[src/plcs_pkg.sv]
package plcs_pkg;
	// ----------------------------------------------------------------
	// register map
	// ----------------------------------------------------------------
	localparam logic [11:0] LINK_CTRL_STS_ADDR = 12'h0d0;
	localparam logic [11:0] IRQ_STATUS_ADDR    = 12'h100;
	localparam logic [11:0] IRQ_MASK_ADDR      = 12'h104;
	localparam logic [11:0] PORT_CFG_ADDR      = 12'h108;

	// ----------------------------------------------------------------
	// link control fields
	// ----------------------------------------------------------------
	localparam int ASPM_LSB       = 0;
	localparam int RCB_BIT        = 3;
	localparam int LINK_DIS_BIT   = 4;
	localparam int RETRAIN_BIT    = 5;
	localparam int COMMON_CLK_BIT = 6;
	localparam int EXT_SYNC_BIT   = 7;
	localparam int HW_WIDTH_BIT   = 9;
	localparam int DS_RW10_BIT    = 10;
	localparam int DS_RW11_BIT    = 11;
	localparam logic [15:0] CTRL_RW_MASK_DS = 16'h0ed3;
	localparam logic [15:0] CTRL_RW_MASK_US = 16'h02c3;
	localparam logic [15:0] CTRL_RESET      = 16'h0000;

	// ----------------------------------------------------------------
	// link status fields
	// ----------------------------------------------------------------
	localparam int SPEED_LSB      = 16;
	localparam int WIDTH_LSB      = 20;
	localparam int TRAIN_ERR_BIT  = 26;
	localparam int TRAINING_BIT   = 27;
	localparam int SLOT_CLK_BIT   = 28;
	localparam int DL_ACTIVE_BIT  = 29;
	localparam logic [3:0] SPEED_2G5   = 4'h1;
	localparam logic [3:0] SPEED_5G    = 4'h2;
	localparam logic [5:0] WIDTH_RESET = 6'h01;

	// ----------------------------------------------------------------
	// aspm encodings and exit sequence counts
	// ----------------------------------------------------------------
	localparam logic [1:0] ASPM_OFF  = 2'h0;
	localparam logic [1:0] ASPM_L0S  = 2'h1;
	localparam logic [1:0] ASPM_L1   = 2'h2;
	localparam logic [1:0] ASPM_BOTH = 2'h3;
	localparam logic [12:0] FTS_EXT  = 13'h1000;
	localparam logic [12:0] TS1_EXT  = 13'h0400;

	// ----------------------------------------------------------------
	// interrupt status bits
	// ----------------------------------------------------------------
	localparam int IRQ_W        = 4;
	localparam int IRQ_TERR     = 0;
	localparam int IRQ_TDONE    = 1;
	localparam int IRQ_DL_UP    = 2;
	localparam int IRQ_DL_DOWN  = 3;
endpackage

[src/plcs_link_regs.sv]
`timescale 1ns/1ps
// Behaviour
// - aspm field: 0 off, 1 l0s, 2 l1, 3 both entries enabled
// - receiver l0s entry stays allowed even when aspm is off
// - read completion boundary bit always reads zero
// - link disable takes downstream link down; upstream hardwired zero
// - retrain write starts retraining downstream; upstream hardwired zero
// - retrain bit always reads zero
// - common clock bit writable, resets to zero
// - extended sync sends 4096 fts or 1024 ts1 on exits
// - bits 10 and 11 read-only upstream, writable downstream, reset zero
// - speed field reports 1 or 2, resets to 5 gb/s code
// - width field reports trained lanes, resets to one lane
// - training error set on failure, cleared on reaching l0
// - training flag set while training runs, cleared on completion
// - slot clock bit reset value caught from strap pin
// - bit 29 reads one while data link is active, three clocks behind the pin
// - hardware width change inhibit is writable, resets zero
module plcs_link_regs
(
	input  wire logic        mclk,
	input  wire logic        reset,
	input  wire logic        psel,
	input  wire logic        penable,
	input  wire logic        pwrite,
	input  wire logic [11:0] paddr,
	input  wire logic [31:0] pwdata,
	input  wire logic [3:0]  pstrb,
	output logic      [31:0] prdata,
	output logic             pready,
	output logic             pslverr,
	input  wire logic        slot_clock_strap,
	input  wire logic        ltssm_training,
	input  wire logic        ltssm_train_fail,
	input  wire logic        ltssm_in_l0,
	input  wire logic        dl_active,
	input  wire logic        speed_5g,
	input  wire logic [5:0]  trained_width,
	input  wire logic        width_valid,
	output logic             link_disable,
	output logic             retrain_pulse,
	output logic [1:0]       aspm_enable,
	output logic             rx_l0s_allowed,
	output logic             common_clock,
	output logic             hw_width_change_inhibit,
	output logic [12:0]      l0s_exit_fts,
	output logic [12:0]      l1_exit_ts1,
	output logic             irq
);
	localparam int IRQ_W = plcs_pkg::IRQ_W;

	logic [15:0]        ctrl_q;
	logic [3:0]         speed_q;
	logic [5:0]         width_q;
	logic               terr_q;
	logic               training_q;
	logic               slot_clk_q;
	logic               strap_done_q;
	logic [1:0]         strap_arm_q;
	logic               dl_act_q;
	logic               dl_act_prev_q;
	logic               is_down_q;
	logic [IRQ_W-1:0]   irq_sts_q;
	logic [IRQ_W-1:0]   irq_mask_q;
	logic [IRQ_W-1:0]   irq_evt;
	logic [15:0]        rw_mask;
	logic [15:0]        wmask;
	logic [31:0]        rdata_d;
	logic               wr_acc;
	logic               rd_acc;
	logic               hit_link;
	logic               strap_s;
	logic               train_s;
	logic               fail_s;
	logic               l0_s;
	logic               dl_s;
	logic               spd_s;
	logic               train_prev_q;

	localparam logic [11:0] ADDR_LINK = plcs_pkg::LINK_CTRL_STS_ADDR;

	// ----------------------------------------------------------------
	// pin synchronisers
	// ----------------------------------------------------------------
	plcs_sync u_sync_strap (.mclk(mclk), .reset(reset),
		.async_in(slot_clock_strap), .sync_out(strap_s));
	plcs_sync u_sync_train (.mclk(mclk), .reset(reset),
		.async_in(ltssm_training), .sync_out(train_s));
	plcs_sync u_sync_fail (.mclk(mclk), .reset(reset),
		.async_in(ltssm_train_fail), .sync_out(fail_s));
	plcs_sync u_sync_l0 (.mclk(mclk), .reset(reset),
		.async_in(ltssm_in_l0), .sync_out(l0_s));
	plcs_sync u_sync_dl (.mclk(mclk), .reset(reset),
		.async_in(dl_active), .sync_out(dl_s));
	plcs_sync u_sync_spd (.mclk(mclk), .reset(reset),
		.async_in(speed_5g), .sync_out(spd_s));

	// ----------------------------------------------------------------
	// apb decode
	// ----------------------------------------------------------------
	assign pready   = 1'b1;
	assign wr_acc   = psel && penable && pwrite;
	assign rd_acc   = psel && penable && !pwrite;
	assign hit_link = (paddr == ADDR_LINK);
	assign pslverr  = psel && penable && !(hit_link
		|| paddr == plcs_pkg::IRQ_STATUS_ADDR
		|| paddr == plcs_pkg::IRQ_MASK_ADDR
		|| paddr == plcs_pkg::PORT_CFG_ADDR);

	// ----------------------------------------------------------------
	// port role
	// ----------------------------------------------------------------
	always_ff @(posedge mclk)
	begin
		if (reset)
			is_down_q <= 1'b0;
		else if (wr_acc && paddr == plcs_pkg::PORT_CFG_ADDR && pstrb[0])
			is_down_q <= pwdata[0];
	end

	// ----------------------------------------------------------------
	// link control
	// ----------------------------------------------------------------
	assign rw_mask = is_down_q ? plcs_pkg::CTRL_RW_MASK_DS
		: plcs_pkg::CTRL_RW_MASK_US;
	assign wmask = rw_mask & {{8{pstrb[1]}}, {8{pstrb[0]}}};

	always_ff @(posedge mclk)
	begin
		if (reset)
			ctrl_q <= plcs_pkg::CTRL_RESET;
		else if (wr_acc && hit_link)
			ctrl_q <= (ctrl_q & ~wmask) | (pwdata[15:0] & wmask);
		else if (!is_down_q)
			ctrl_q <= ctrl_q & plcs_pkg::CTRL_RW_MASK_US;
	end

	always_ff @(posedge mclk)
	begin
		if (reset)
			retrain_pulse <= 1'b0;
		else
			retrain_pulse <= wr_acc && hit_link && is_down_q && pstrb[0]
				&& pwdata[plcs_pkg::RETRAIN_BIT];
	end

	assign aspm_enable = ctrl_q[plcs_pkg::ASPM_LSB +: 2];
	assign rx_l0s_allowed = 1'b1;
	assign link_disable = ctrl_q[plcs_pkg::LINK_DIS_BIT] && is_down_q;
	assign common_clock = ctrl_q[plcs_pkg::COMMON_CLK_BIT];
	assign hw_width_change_inhibit = ctrl_q[plcs_pkg::HW_WIDTH_BIT];
	assign l0s_exit_fts = ctrl_q[plcs_pkg::EXT_SYNC_BIT]
		? plcs_pkg::FTS_EXT : 13'h0000;
	assign l1_exit_ts1 = ctrl_q[plcs_pkg::EXT_SYNC_BIT]
		? plcs_pkg::TS1_EXT : 13'h0000;

	// ----------------------------------------------------------------
	// link status
	// ----------------------------------------------------------------
	always_ff @(posedge mclk)
	begin
		if (reset)
		begin
			speed_q <= plcs_pkg::SPEED_5G;
			width_q <= plcs_pkg::WIDTH_RESET;
		end
		else if (width_valid)
		begin
			speed_q <= spd_s ? plcs_pkg::SPEED_5G
				: plcs_pkg::SPEED_2G5;
			width_q <= trained_width;
		end
	end

	always_ff @(posedge mclk)
	begin
		if (reset)
			terr_q <= 1'b0;
		else if (fail_s)
			terr_q <= 1'b1;
		else if (l0_s)
			terr_q <= 1'b0;
	end

	always_ff @(posedge mclk)
	begin
		if (reset)
		begin
			training_q   <= 1'b0;
			train_prev_q <= 1'b0;
		end
		else
		begin
			training_q   <= train_s;
			train_prev_q <= training_q;
		end
	end

	// strap is caught only once the synchroniser holds a real pin value
	always_ff @(posedge mclk)
	begin
		if (reset)
			strap_arm_q <= 2'b00;
		else
			strap_arm_q <= {strap_arm_q[0], 1'b1};
	end

	always_ff @(posedge mclk)
	begin
		if (reset)
		begin
			slot_clk_q   <= 1'b0;
			strap_done_q <= 1'b0;
		end
		else if (strap_arm_q[1] && !strap_done_q)
		begin
			slot_clk_q   <= strap_s;
			strap_done_q <= 1'b1;
		end
	end

	always_ff @(posedge mclk)
	begin
		if (reset)
		begin
			dl_act_q      <= 1'b0;
			dl_act_prev_q <= 1'b0;
		end
		else
		begin
			dl_act_q      <= dl_s;
			dl_act_prev_q <= dl_act_q;
		end
	end

	// ----------------------------------------------------------------
	// interrupts
	// ----------------------------------------------------------------
	assign irq_evt[plcs_pkg::IRQ_TERR]    = fail_s && !terr_q;
	assign irq_evt[plcs_pkg::IRQ_TDONE]   = train_prev_q && !training_q;
	assign irq_evt[plcs_pkg::IRQ_DL_UP]   = dl_act_q && !dl_act_prev_q;
	assign irq_evt[plcs_pkg::IRQ_DL_DOWN] = !dl_act_q && dl_act_prev_q;

	always_ff @(posedge mclk)
	begin
		if (reset)
			irq_sts_q <= '0;
		else if (rd_acc && paddr == plcs_pkg::IRQ_STATUS_ADDR)
			irq_sts_q <= irq_evt;
		else
			irq_sts_q <= irq_sts_q | irq_evt;
	end

	always_ff @(posedge mclk)
	begin
		if (reset)
			irq_mask_q <= '0;
		else if (wr_acc && paddr == plcs_pkg::IRQ_MASK_ADDR && pstrb[0])
			irq_mask_q <= pwdata[IRQ_W-1:0];
	end

	assign irq = |(irq_sts_q & irq_mask_q);

	// ----------------------------------------------------------------
	// read data
	// ----------------------------------------------------------------
	always_comb
	begin
		rdata_d = 32'h0000_0000;
		case (paddr)
			ADDR_LINK:
			begin
				rdata_d[15:0] = ctrl_q & rw_mask;
				rdata_d[plcs_pkg::RCB_BIT] = 1'b0;
				rdata_d[plcs_pkg::RETRAIN_BIT] = 1'b0;
				rdata_d[plcs_pkg::SPEED_LSB +: 4] = speed_q;
				rdata_d[plcs_pkg::WIDTH_LSB +: 6] = width_q;
				rdata_d[plcs_pkg::TRAIN_ERR_BIT] = terr_q;
				rdata_d[plcs_pkg::TRAINING_BIT] = training_q;
				rdata_d[plcs_pkg::SLOT_CLK_BIT] = slot_clk_q;
				rdata_d[plcs_pkg::DL_ACTIVE_BIT] = dl_act_q;
			end
			plcs_pkg::IRQ_STATUS_ADDR: rdata_d[IRQ_W-1:0] = irq_sts_q;
			plcs_pkg::IRQ_MASK_ADDR:   rdata_d[IRQ_W-1:0] = irq_mask_q;
			plcs_pkg::PORT_CFG_ADDR:   rdata_d[0] = is_down_q;
			default:                   rdata_d = 32'h0000_0000;
		endcase
	end

	assign prdata = rd_acc ? rdata_d : 32'h0000_0000;

	// ----------------------------------------------------------------
	// checks
	// ----------------------------------------------------------------
	property p_aspm_reset;
		@(posedge mclk) $fell(reset) |-> aspm_enable == plcs_pkg::ASPM_OFF;
	endproperty
	a_aspm_reset: assert property (p_aspm_reset)
		else $error("aspm not off after reset");

	property p_l0s_rx;
		@(posedge mclk) disable iff (reset) rx_l0s_allowed;
	endproperty
	a_l0s_rx: assert property (p_l0s_rx)
		else $error("rx l0s blocked");

	property p_rcb_zero;
		@(posedge mclk) disable iff (reset)
			(rd_acc && hit_link) |-> !prdata[3] && !prdata[5];
	endproperty
	a_rcb_zero: assert property (p_rcb_zero)
		else $error("rcb or retrain read nonzero");

	property p_up_nodis;
		@(posedge mclk) disable iff (reset) !is_down_q |-> !link_disable;
	endproperty
	a_up_nodis: assert property (p_up_nodis)
		else $error("upstream link disabled");

	property p_retrain;
		@(posedge mclk) disable iff (reset)
			(wr_acc && hit_link && pstrb[0] && pwdata[5] && is_down_q)
			|=> retrain_pulse ##1 !retrain_pulse;
	endproperty
	a_retrain: assert property (p_retrain)
		else $error("retrain pulse wrong");

	property p_up_noretrain;
		@(posedge mclk) disable iff (reset)
			!is_down_q |=> !retrain_pulse;
	endproperty
	a_up_noretrain: assert property (p_up_noretrain)
		else $error("upstream retrain");

	property p_ext_sync;
		@(posedge mclk) disable iff (reset)
			ctrl_q[7] |-> l0s_exit_fts == 13'h1000 && l1_exit_ts1 == 13'h0400;
	endproperty
	a_ext_sync: assert property (p_ext_sync)
		else $error("extended sync counts wrong");

	property p_terr;
		@(posedge mclk) disable iff (reset) fail_s |=> terr_q;
	endproperty
	a_terr: assert property (p_terr)
		else $error("training error not set");

	property p_dl;
		@(posedge mclk) disable iff (reset) dl_s |=> dl_act_q;
	endproperty
	a_dl: assert property (p_dl)
		else $error("dl active not reported");
endmodule // plcs_link_regs

[src/plcs_sync.sv]
`timescale 1ns/1ps
module plcs_sync
(
	input  wire logic mclk,
	input  wire logic reset,
	input  wire logic async_in,
	output logic      sync_out
);
	logic meta_q;

	// ----------------------------------------------------------------
	// two-stage synchroniser
	// ----------------------------------------------------------------
	always_ff @(posedge mclk)
	begin
		if (reset)
		begin
			meta_q   <= 1'b0;
			sync_out <= 1'b0;
		end
		else
		begin
			meta_q   <= async_in;
			sync_out <= meta_q;
		end
	end
endmodule // plcs_sync

[config.mk]
export PLATFORM = sky130hd
export DESIGN_NAME = plcs_link_regs
export DESIGN_NICKNAME = d
export VERILOG_FILES = /design/src/plcs_pkg.sv /design/src/plcs_link_regs.sv /design/src/plcs_sync.sv
export SDC_FILE = /design/constraint.sdc
export NUM_CORES = 1
export LEC_CHECK = 0
export BUFFER_PORTS_ARGS = -buffer_cell sky130_fd_sc_hd__buf_2
export CAP_MARGIN = 20
export CORE_ASPECT_RATIO = 1.2
export CORE_MARGIN = 10
export CORE_UTILIZATION = 35
export DETAILED_ROUTE_END_ITERATION = 6
export GPL_TIMING_DRIVEN = 0
export PLACE_DENSITY = 0.69
export SLEW_MARGIN = 10
export SYNTH_ARGS = -nofsm -noshare
export SYNTH_HDL_FRONTEND = slang
export SYNTH_SLANG_ARGS = --single-unit
export TNS_END_PERCENT = 20
[constraint.sdc]
create_clock -name mclk -period 1.5 [get_ports mclk]
set_input_delay 0.075 -clock mclk [delete_from_list [all_inputs] [get_ports mclk]]
set_output_delay 0.075 -clock mclk [all_outputs]
set_load 0.01 [all_outputs]
# ---- Yosys cells after proc, flatten, opt, wreduce, memory -nomap -nowiden
# Cells that the tools add are included.
dict set report op_classes {
  reduce_logical 31
  n_eq_ne 5
  n_mux 14
  n_bitwise 8
}
# cell count
set ops {}
lappend ops {{$eq 12x9->1 const B} 3}
lappend ops {{$and 16x16->16} 2}
lappend ops {{$mux 16} 2}
lappend ops {{$mux 30} 1}
lappend ops {{$mux 26} 1}
lappend ops {{$logic_and 1x1->1} 19}
lappend ops {{$and 12x16->16} 1}
lappend ops {{$and 16x12->16} 1}
lappend ops {{$not 16->16} 1}
lappend ops {{$or 16x16->16} 1}
lappend ops {{$mux 13} 1}
lappend ops {{$eq 12x8->1 const B} 1}
lappend ops {{$mux 12} 1}
lappend ops {{$mux 11} 1}
lappend ops {{$pmux 3 s3} 1}
lappend ops {{$logic_not 1->1} 7}
lappend ops {{$and 4x4->4} 1}
lappend ops {{$mux 4} 1}
lappend ops {{$or 4x4->4} 1}
lappend ops {{$pmux 1 s4} 1}
lappend ops {{$reduce_or 4->1} 1}
lappend ops {{$logic_or 1x1->1} 3}
lappend ops {{$mux 1} 3}
lappend ops {{$mux 2} 1}
lappend ops {{2 further kinds} 2}
dict set report totals {
  wordCells 87
  in_bits 66
  ff_bits 57
  out_inout_bits 68
}

# ---- Logic depth before layout (Yosys ltp)
# Gate-level depths: netlist (run 1).
dict set report logic_depth {
  ltp_word 6
  ltp_mapped 5
  mapped_depth_nobuf 4
}

# ---- Cells and area by module
# From an unflattened synthesis (run 1), not the netlist that was laid out.
dict set report hier_totals {
  cells_unflattened 267
  area_unflattened_um2 2363.5
}
# module instances area_per_inst_um2 seq_area_each_um2 cells_each
set modules_own_cells {}
lappend modules_own_cells {plcs_link_regs 1 2048.2 700.7 243}
lappend modules_own_cells {plcs_sync 6 52.6 40.0 4}

# ---- Worst setup path after synthesis (run 1)
# No wires, ideal clock.
dict set report synth_path {
  kind {input to output}
  start {in paddr[4]}
  end {out prdata[1]}
  t_arrival_ns 1.473
  slack_ns -0.048
  t_required_ns 1.425
  path_buffers 0
  cell_stages 4
  cell_sequence {nor4b_2 nand3_1 or3_2 a21boi_0}
}
dict set report synth_via {
  elab_chain_cells 3
  word_cells_on_any_way 5
  classes_between {eq/ne (3); mux (2)}
}
# element line_no
set synth_rtl {}
lappend synth_rtl {{start, declared} plcs_link_regs.sv:26} ;# input wire logic [11:0] paddr,
lappend synth_rtl {{$eq 12x9->1 / $eq 12x8->1 (equally long branches)} plcs_link_regs.sv:270} ;# case (paddr)
lappend synth_rtl {{$pmux 3 s3 *} plcs_link_regs.sv:270}
lappend synth_rtl {{$mux 30 *} plcs_link_regs.sv:290} ;# assign prdata = rd_acc ? rdata_d : 32'h0000_0000;
lappend synth_rtl {{end, declared} plcs_link_regs.sv:29} ;# output logic [31:0] prdata,
# Every way passes the cells marked *; elsewhere a longest branch is shown, timed or not.

# ---- Final worst setup path (run 1)
dict set report layout_path {
  start {in paddr[5]}
  end {out prdata[1]}
}
# The elaborated chain is that of the path after synthesis.

==> results.py, run 1 <==
metrics = {
    "cells_and_area": {
        "finalNetCount": 463,
        "diodes": 0,
        "final_cell_area_um2": 3400,
        "drive_gt1_share_pct": 40.6,
        "final_cell_mix": "buf_2, buf_4, dfxtp_1",
        "layout_commonest_cell": "buf_2",
        "area_growth_pct": 45.7,
        "fin_util_pct": 52.8,
    },
    "critical_path": {
        "reg2reg_slack_ns": 0.50,
        "arrival_ns": 1.47,
        "crit_path_start_kind": "input pin",
        "cp.required_ns": 1.42,
        "crit_path_max_fanout": 2,
        "crit_type": "input pin to output pin",
        "r2r_cells": 4,
        "reg2reg_to": "ctrl_q[10]",
        "endpoint": "prdata[1]",
        "worstSetupStartpoint": "paddr[5]",
        "r2r_start": "is_down_q",
        "crit_path_end_kind": "output pin",
    },
    "placed_design": {
        "gp_congestion": 0.874,
        "place_area_um2": 2950,
        "dp_hpwl_um": 5060,
        "portBuffers": 73,
    },
    "clock_network": {
        "cts-htree-levels": 2,
        "clk_latency_ns": 0.29,
        "numCtsBuffers": 5,
        "cts.sinks": 47,
        "clock-root-buffer": "clkbuf_8",
        "clk_path_buf_depth": 2,
        "cts_tree": "yes",
        "cts.reportedPaths.clkPinSlew_ns": 0.07,
    },
    "job": {
        "max_cap_violations": 0,
    },
    "detailed_routing": {
        "wl_met2_um": 3250,
        "dr_total_vias": 2108,
        "viasPerCell": 4.37,
        "drtAntennaViolNets": 0,
        "drc_errors": 0,
        "drt-wirelength-per-cell_um": 13.6,
        "m1WireLength_um": 2490,
        "drt_first_pass_iters": 4,
        "routed.top_layer": "met4",
        "drt-total-wl_um": 6580,
        "dr.first_iter.drc_count": 56,
        "met3_length_um": 732,
    },
    "logic_synthesis": {
        "synth-async-reset-ratio_pct": 0,
        "ys_seq_area_share_pct": 40.3,
        "synth_edf_count": 0,
        "ys_warn_count": 0,
        "avgSynthCellArea_um2": 8.85,
        "synth_cells": 264,
        "synth-main-ff-cell": "dfxtp_1",
        "synth_seq_cells": 47,
        "yosysUniqueCellTypes": 39,
        "synth_area_um2": 2340,
    },
    "power": {
        "vdd_drop_max_uv": 675,
        "leakage_nw": 1.65,
        "pwr_density_cell_nw_per_um2": 743,
    },
    "sta": {
        "fin_crit_ns": 1.54,
        "clock.fmax_mhz": 648,
        "finalSetupViolCount": 13,
        "slew_headroom_pct": 62.0,
        "fin_skew_ns": 0.00364,
        "setup_ws_ns": -0.0439,
        "tightest_slew_ns": 0.570,
        "grt_setup_unrepaired": "true",
        "hold_slack_ns": 0.00654,
        "fin_crit_sh_pct": 103,
        "fin_tns_setup_ns": -0.363,
        "slew_violations": 0,
        "hold_viol_final": 0,
    },
    "worst_hold_path": {
        "hp-class": "input pin to flop",
    },
    "die": {
        "core-area_um2": 6450,
        "die_area_um2": 10400,
        "die_h_um": 110,
        "rows": 32,
        "die_x_um": 94.6,
        "io_pins": 134,
        "initial_core_util_pct": 36.3,
    },
    "status": {
        "failed_checks": "setup timing",
        "outcome": "finished, violations left",
    },
    "grt": {
        "gr-total-overflow": 0,
        "antenna_found_initial": 0,
        "first_global_vias": 2150,
        "grt_use_total_pct": 12.2,
        "grt_max_degree": 14,
        "grt_pass1_wl_um": 10100,
    },
}
-- area by class of cell --
class                           count  area [um^2]
Buffer                             48          342
Clock buffer                        6         72.6
Clock inverter                      1         30.0
Fill cell                         605         3040
Inverter                            7         26.3
Multi-Input combinational cell    195         1230
Sequential cell                    47          943
Tap cell                           85          106
Timing Repair Buffer               93          649
-- cell families after synthesis --
| group | Yosys count | share of synthesized area [%] |
|---|---|---|
| buffers and inverters | 56 | 15.7 |
| other | 2 | 0.321 |
| AND/OR/NAND/NOR | 111 | 28.7 |
| multiplexers | 15 | 6.42 |
| flip-flops | 47 | 40.3 |
| AO/OA/AOI/OAI | 33 | 8.57 |
-- synth_stat cells (2+ instances only) --
library cell	number	share of area (%)
a22oi_1	2	0.64
nand2_1	15	2.4
nand4_1	4	1.1
inv_1	7	1.1
a31oi_1	2	0.54
mux2i_1	15	6.4
a21oi_1	13	2.8
buf_4	40	13
nand3b_1	2	0.64
conb_1	2	0.32
and2_1	16	4.3
nor2_1	20	3.2
nor4_4	2	1.8
nor3_1	5	1.1
nand3_1	8	1.7
nor4_1	4	1.1
dfxtp_1	47	40
clkbuf_1	8	1.3
nor2b_1	22	5.9
a21o_1	2	0.64
o21ai_0	8	1.7
and4_1	3	1.1
-- worst max-delay path, stage by stage --
cell and delay (ns):
buf_8 0.10, nor4_4 0.33, buf_4 0.17, nand3_1 0.09, or3_4 0.39, a21boi_2 0.16, buf_2 0.15
-- metrics by stage --
stage	total power, mW	setup slack, ns	cells
after floorplan	1.53	-0.0202	298
after global placement	1.63	-0.820	456
final	2.53	-0.0439	482
after global routing	2.65	-0.131	482
after CTS	2.53	-0.100	474
after detailed placement	1.64	-0.714	456
-- state kept, by name, indices dropped and copies added, names as in the netlist, 2 cells and up --
name and count:
ctrl_q 8, width_q 6, irq_mask_q 4, irq_sts_q 4, speed_q 2, strap_arm_q 2
-- power by group --
group | leakage (nW) | switching [mW] | total (mW) | internal, mW
clock | 0.0513 | 0.385 | 0.874 | 0.488
combinational | 1.21 | 0.173 | 0.351 | 0.179
sequential | 0.386 | 0.0168 | 1.30 | 1.29
-- repair_timing --
| item | 4_1_cts | 5_1_grt |
|---|---|---|
| hold buffers | 6 | 0 |
| endpoints found under the hold margin | 5 | 0 |
| resized for setup | 26 | 27 |
| cloned | 1 | 0 |
| pin swaps | 15 | 10 |
| setup buffers | 5 | 8 |
| endpoints found under the setup margin | 28 | 27 |
-- how the worst min path moves through the flow --
stage | end | cells past startpoint | slack (ns) | start
floorplan | u_sync_train.meta_q | 1 | 0.15 | reset
detailed placement | u_sync_dl.meta_q | 2 | 0.29 | dl_active
global placement | u_sync_l0.meta_q | 2 | 0.28 | ltssm_in_l0
finish | width_q[0] | 3 | 0.007 | trained_width[0]
CTS | width_q[0] | 3 | 0.003 | trained_width[0]
global route | u_sync_fail.meta_q | 2 | 0.01 | ltssm_train_fail
-- metal layers --
metal	vias up	GRT usage, %
li1	1087	-
met1	930	12.4
met2	81	22.0
met3	10	5.39
met4	0	4.07
met5	-	0
Note: power is estimated with default switching activity, not from simulation.
==> run 2: changes to the inputs <==
SKIP_CTS_REPAIR_TIMING = 1   (was default)
==> results.py, run 2 (synthesis results as in run 1) <==
metrics = {
    "detailed_routing": {
        "dr_total_vias": 2063,
        "dr.first_iter.drc_count": 57,
        "drt_first_pass_iters": 4,
        "drt-total-wl_um": 6370,
        "drc_errors": 0,
        "drtAntennaViolNets": 0,
        "drt-wirelength-per-cell_um": 13.4,
        "viasPerCell": 4.34,
    },
    "sta": {
        "fin_crit_ns": 1.62,
        "slew_violations": 0,
        "hold_slack_ns": -0.0143,
        "clock.fmax_mhz": 616,
        "fin_crit_sh_pct": 108,
        "tightest_slew_ns": 0.555,
        "hold_viol_final": 3,
        "fin_skew_ns": 0.00480,
        "slew_headroom_pct": 63.0,
        "setup_ws_ns": -0.124,
        "grt_setup_unrepaired": "true",
        "fin_tns_setup_ns": -1.69,
        "finalSetupViolCount": 17,
    },
    "cells_and_area": {
        "reg_top3": "ctrl_q: 8 flops, width_q: 6 flops",
        "finalNetCount": 456,
        "largest_register": "ctrl_q",
        "diodes": 0,
        "area_growth_pct": 40.8,
        "fin_util_pct": 51.0,
        "largest_reg_flops": 8,
        "final_cell_area_um2": 3290,
        "drive_gt1_share_pct": 39.7,
        "final_cell_mix": "buf_2, buf_4, dfxtp_1",
        "layout_commonest_cell": "buf_2",
    },
    "clock_network": {
        "numCtsBuffers": 5,
        "cts_tree": "yes",
        "cts-htree-levels": 2,
        "clk_latency_ns": 0.29,
        "clock-root-buffer": "clkbuf_8",
        "clk_path_buf_depth": 2,
        "cts.reportedPaths.clkPinSlew_ns": 0.08,
        "cts.sinks": 47,
    },
    "power": {
        "p_seq_share_pct": 52.0,
        "vdd_drop_max_uv": 626,
        "power_mw": 2.51,
        "switching_share_pct": 22.8,
        "clkPwrFrac_pct": 35.0,
        "pwr-share-comb_pct": 13.1,
        "power.internal_mw": 1.94,
        "power.switching_mw": 0.572,
        "leakage_nw": 1.60,
        "pwr_density_cell_nw_per_um2": 762,
    },
    "die": {
        "die_area_um2": 10400,
        "die_h_um": 110,
        "die_x_um": 94.6,
        "initial_core_util_pct": 36.3,
        "rows": 32,
        "core-area_um2": 6450,
        "io_pins": 134,
    },
    "critical_path": {
        "crit_path_end_kind": "output pin",
        "cp_slowest_cell": "or4_4",
        "crit_type": "input pin to output pin",
        "crit_path_start_kind": "input pin",
        "path_cells": "buf_8 -> or4_4 -> nor3_4 -> buf_4 -> and2_4 -> buf_6",
        "crit_path_max_fanout": 6,
        "cp.required_ns": 1.42,
        "slowest_delay_ns": 0.58,
        "arrival_ns": 1.55,
    },
    "placed_design": {
        "gp_congestion": 0.874,
        "portBuffers": 73,
        "place_area_um2": 2950,
        "dp_hpwl_um": 5060,
    },
    "grt": {
        "gr-total-overflow": 0,
        "antenna_found_initial": 0,
        "grt_pass1_wl_um": 9630,
        "first_global_vias": 2063,
        "grt_use_total_pct": 11.6,
        "grt_max_degree": 14,
    },
    "worst_hold_path": {
        "hp-class": "input pin to flop",
    },
    "job": {
        "max_cap_violations": 0,
    },
    "status": {
        "outcome": "finished, violations left",
        "failed_checks": "hold timing, setup timing",
    },
}
run 2: power by group through the flow:
stage | combinational, mW | clock [mW] | sequential (mW)
2_1_floorplan | 0.204 | 0 | 1.33
3_3_place_gp | 0.297 | 0 | 1.33
3_5_place_dp | 0.303 | 0 | 1.33
4_1_cts | 0.304 | 0.898 | 1.30
5_1_grt | 0.366 | 0.946 | 1.31
6_report | 0.328 | 0.877 | 1.30
run 2: routing by layer:
layer	up-vias	GRT usage, %	share of wire [%]
met4	0	3.64	0.75
li1	1071	-	-
met5	-	0	0
met3	4	5.18	12
met2	75	20.8	49
met1	913	11.8	38
run 2: cell type report:
class	count	area, um^2
multi-input cells	195	1230
inverters	7	26.3
clock inverters	1	30.0
flip-flops and latches	47	941
well taps	85	106
repair buffers	86	549
fillers	601	3160
clock buffers	6	72.6
plain buffers	48	339
run 2: metrics by stage:
stage               instances  worst slack (ns)
detailed placement        456            -0.714
floorplan                 298           -0.0202
finish                    475            -0.124
global route              475            -0.186
global placement          456            -0.820
CTS                       463            -0.734
run 2: worst paths after layout:
check | slack, ns | to | from | cells past startpoint
hold reg to reg | 0.44 | strap_arm_q[1] | strap_arm_q[0] | 1
setup / recovery | -0.12 | prdata[6] | paddr[0] | 6
setup reg to reg | 0.50 | ctrl_q[10] | is_down_q | 4
hold / removal | -0.01 | u_sync_dl.meta_q | dl_active | 2
run 2: worst max-delay path: cells and delay by family:
kind / cells / cell delay, ns
AND/OR/NAND/NOR: 3 / 1.10
buffers and inverters: 3 / 0.38
==> run 3: changes to the inputs <==
ABC_AREA = 1   (was default)
PLACE_DENSITY = 0.67   (was 0.69)
==> results.py, run 3 <==
metrics = {
    "cells_and_area": {
        "finalNetCount": 573,
        "area_growth_pct": 31.4,
        "final_cell_area_um2": 3370,
        "reg_top3": "ctrl_q: 8 flops, width_q: 6 flops",
        "largest_register": "ctrl_q",
        "largest_reg_flops": 8,
        "drive_gt1_share_pct": 29.3,
        "fin_util_pct": 46.9,
        "final_cell_mix": "buf_2, nor2_1, nand2_1",
        "diodes": 0,
        "layoutNonFillerInstCount": 598,
        "layout_commonest_cell": "buf_2",
        "fill_cells": 746,
    },
    "critical_path": {
        "path_cells": "buf_2 -> inv_1 -> nand2_1 -> nor2_1 -> nand3_1 -> nand3_1 -> nand2_1 -> nor2_1 -> buf_2",
        "crit_path_max_fanout": 4,
        "crit_path_end_kind": "output pin",
        "crit_type": "input pin to output pin",
        "crit_path_start_kind": "input pin",
        "arrival_ns": 1.31,
        "cp.required_ns": 1.42,
        "cp_slowest_cell": "nor2_1",
        "slowest_delay_ns": 0.28,
    },
    "grt": {
        "first_global_vias": 2516,
        "antenna_found_initial": 0,
        "grt-busiest-layer": "met2",
        "grt_pass1_wl_um": 11300,
        "grt.met3_usage_pct": 5.32,
        "grt_use_met2_pct": 20.2,
        "gr-total-overflow": 0,
        "met1_usage_pct": 13.3,
        "grt_use_total_pct": 11.8,
        "grt_max_degree": 18,
    },
    "power": {
        "leakage_nw": 1.77,
        "clkPwrFrac_pct": 32.8,
        "vdd_drop_max_uv": 635,
        "power_mw": 2.47,
        "switching_share_pct": 27.2,
        "pwr-share-comb_pct": 14.2,
        "p_seq_share_pct": 53.0,
        "power.switching_mw": 0.671,
        "power.internal_mw": 1.80,
        "pwr_density_cell_nw_per_um2": 731,
    },
    "logic_synthesis": {
        "synthTopCellsByArea": "dfxtp_1, buf_4, nor2_1, nand2_1, inv_1",
        "synth-async-reset-ratio_pct": 0,
        "ys_seq_area_share_pct": 36.6,
        "synth_cells": 383,
        "yosysUniqueCellTypes": 28,
        "synth-simple-area-share_pct": 35.9,
        "synth_top_cell_area_share_pct": 36.6,
        "ys_warn_count": 0,
        "synth.area.mux_share_pct": 0.877,
        "yosysMostFrequentCell": "nor2_1",
        "synth_top_family_by_area": "simple AND/OR/NAND/NOR gates",
        "synth-xor-area-share_pct": 0,
        "avgSynthCellArea_um2": 6.70,
        "synth_top_area_cell": "dfxtp_1",
        "synth_area_um2": 2570,
        "synth_compound_area_share_pct": 3.95,
        "synth_seq_cells": 47,
        "synth_edf_count": 0,
        "synth_commonest_cells": "nor2_1, nand2_1, inv_1",
        "synth_fa_ha_area_share_pct": 0,
        "synth-main-ff-cell": "dfxtp_1",
    },
    "clock_network": {
        "clock-root-buffer": "clkbuf_8",
        "cts-htree-levels": 2,
        "clk_latency_ns": 0.30,
        "cts.sinks": 47,
        "clk_path_buf_depth": 2,
        "cts.reportedPaths.clkPinSlew_ns": 0.09,
        "cts_tree": "yes",
        "numCtsBuffers": 5,
    },
    "sta": {
        "fin_skew_ns": 0.00629,
        "fin_crit_ns": 1.39,
        "fin_crit_sh_pct": 92.4,
        "hold_slack_ns": -0.0235,
        "tightest_slew_ns": 0.501,
        "grt_setup_unrepaired": "false",
        "hold_viol_final": 2,
        "slew_headroom_pct": 66.6,
        "finalSetupViolCount": 0,
        "clock.fmax_mhz": 721,
        "slew_violations": 0,
    },
    "die": {
        "die_h_um": 114,
        "io_pins": 134,
        "initial_core_util_pct": 35.7,
        "die_area_um2": 11200,
        "die_x_um": 98.2,
        "rows": 34,
        "core-area_um2": 7190,
    },
    "placed_design": {
        "portBuffers": 73,
        "place_area_um2": 3170,
        "gp_congestion": 0.845,
        "dp_cells": 580,
        "dp_hpwl_um": 5680,
    },
    "detailed_routing": {
        "drc_errors": 0,
        "dr.first_iter.drc_count": 98,
        "dr_total_vias": 2549,
        "drt-total-wl_um": 6960,
        "drt_first_pass_iters": 4,
        "viasPerCell": 4.26,
        "drt-wirelength-per-cell_um": 11.6,
        "drtAntennaViolNets": 0,
    },
    "job": {
        "max_cap_violations": 0,
    },
    "status": {
        "outcome": "finished, violations left",
        "failed_checks": "hold timing",
    },
    "worst_hold_path": {
        "hp-class": "input pin to flop",
    },
}
## run 3: changes by cell type after synthesis, sizes merged, moves of 5 or more
cell	previous run	this run
nor4	7	0
mux2i	15	0
nor2b	22	0
nand2	15	71
inv	7	59
a21oi	13	8
nor2	20	81
and2	16	0
nand3	8	33
## run 3: path summary, 6_finish.rpt
check	to	start	cells after the start	slack, ns
max	prdata[1]	paddr[0]	9	0.11
min	width_q[0]	trained_width[0]	3	-0.02
max reg2reg	ctrl_q[10]	is_down_q	5	0.36
min reg2reg	u_sync_fail.sync_out	u_sync_fail.meta_q	2	0.41
## run 3: critical path, delay by kind of cell
| kind | cells | cell delay [ns] |
|---|---|---|
| buffers and inverters | 3 | 0.31 |
| AND/OR/NAND/NOR | 6 | 0.93 |
## run 3: power groups by stage
stage / combinational (mW) / clock [mW] / sequential (mW)
6_report: 0.351 / 0.809 / 1.31
5_1_grt: 0.397 / 0.905 / 1.31
4_1_cts: 0.323 / 0.839 / 1.31
3_5_place_dp: 0.322 / 0 / 1.33
3_3_place_gp: 0.318 / 0 / 1.33
2_1_floorplan: 0.228 / 0 / 1.33
## run 3: per-layer routing
layer	vias up	share of wire, %
met1	1099	43
met4	0	0.79
met2	101	46
met5	-	0
li1	1341	-
met3	8	10
## run 3: final cells by class
| class | instances | area [um^2] | area share (%) |
|---|---|---|---|
| Timing Repair Buffer | 83 | 465 | 13.8 |
| Clock buffer | 5 | 68.8 | 2.04 |
| Sequential cell | 47 | 941 | 27.9 |
| Clock inverter | 3 | 27.5 | 0.816 |
| Inverter | 59 | 221 | 6.56 |
| Tap cell | 90 | 113 | 3.34 |
| Multi-Input combinational cell | 262 | 1180 | 35.1 |
| Buffer | 49 | 354 | 10.5 |
## run 3: kinds of logic after synthesis
group           Yosys count
simple gates            205
buf+inv                 108
flops                    47
compound gates           19
mux                       2
other cells               2
## run 3: metrics by stage
step	TNS [ns]	hold slack, ns	setup WS, ns
2_1_floorplan	0	0.182	0.453
3_3_place_gp	-0.0228	0.276	-0.0228
3_5_place_dp	0	0.283	0.0187
4_1_cts	0	-0.0466	0.0207
5_1_grt	0	0.00150	0.0000991
6_report	0	-0.0235	0.113
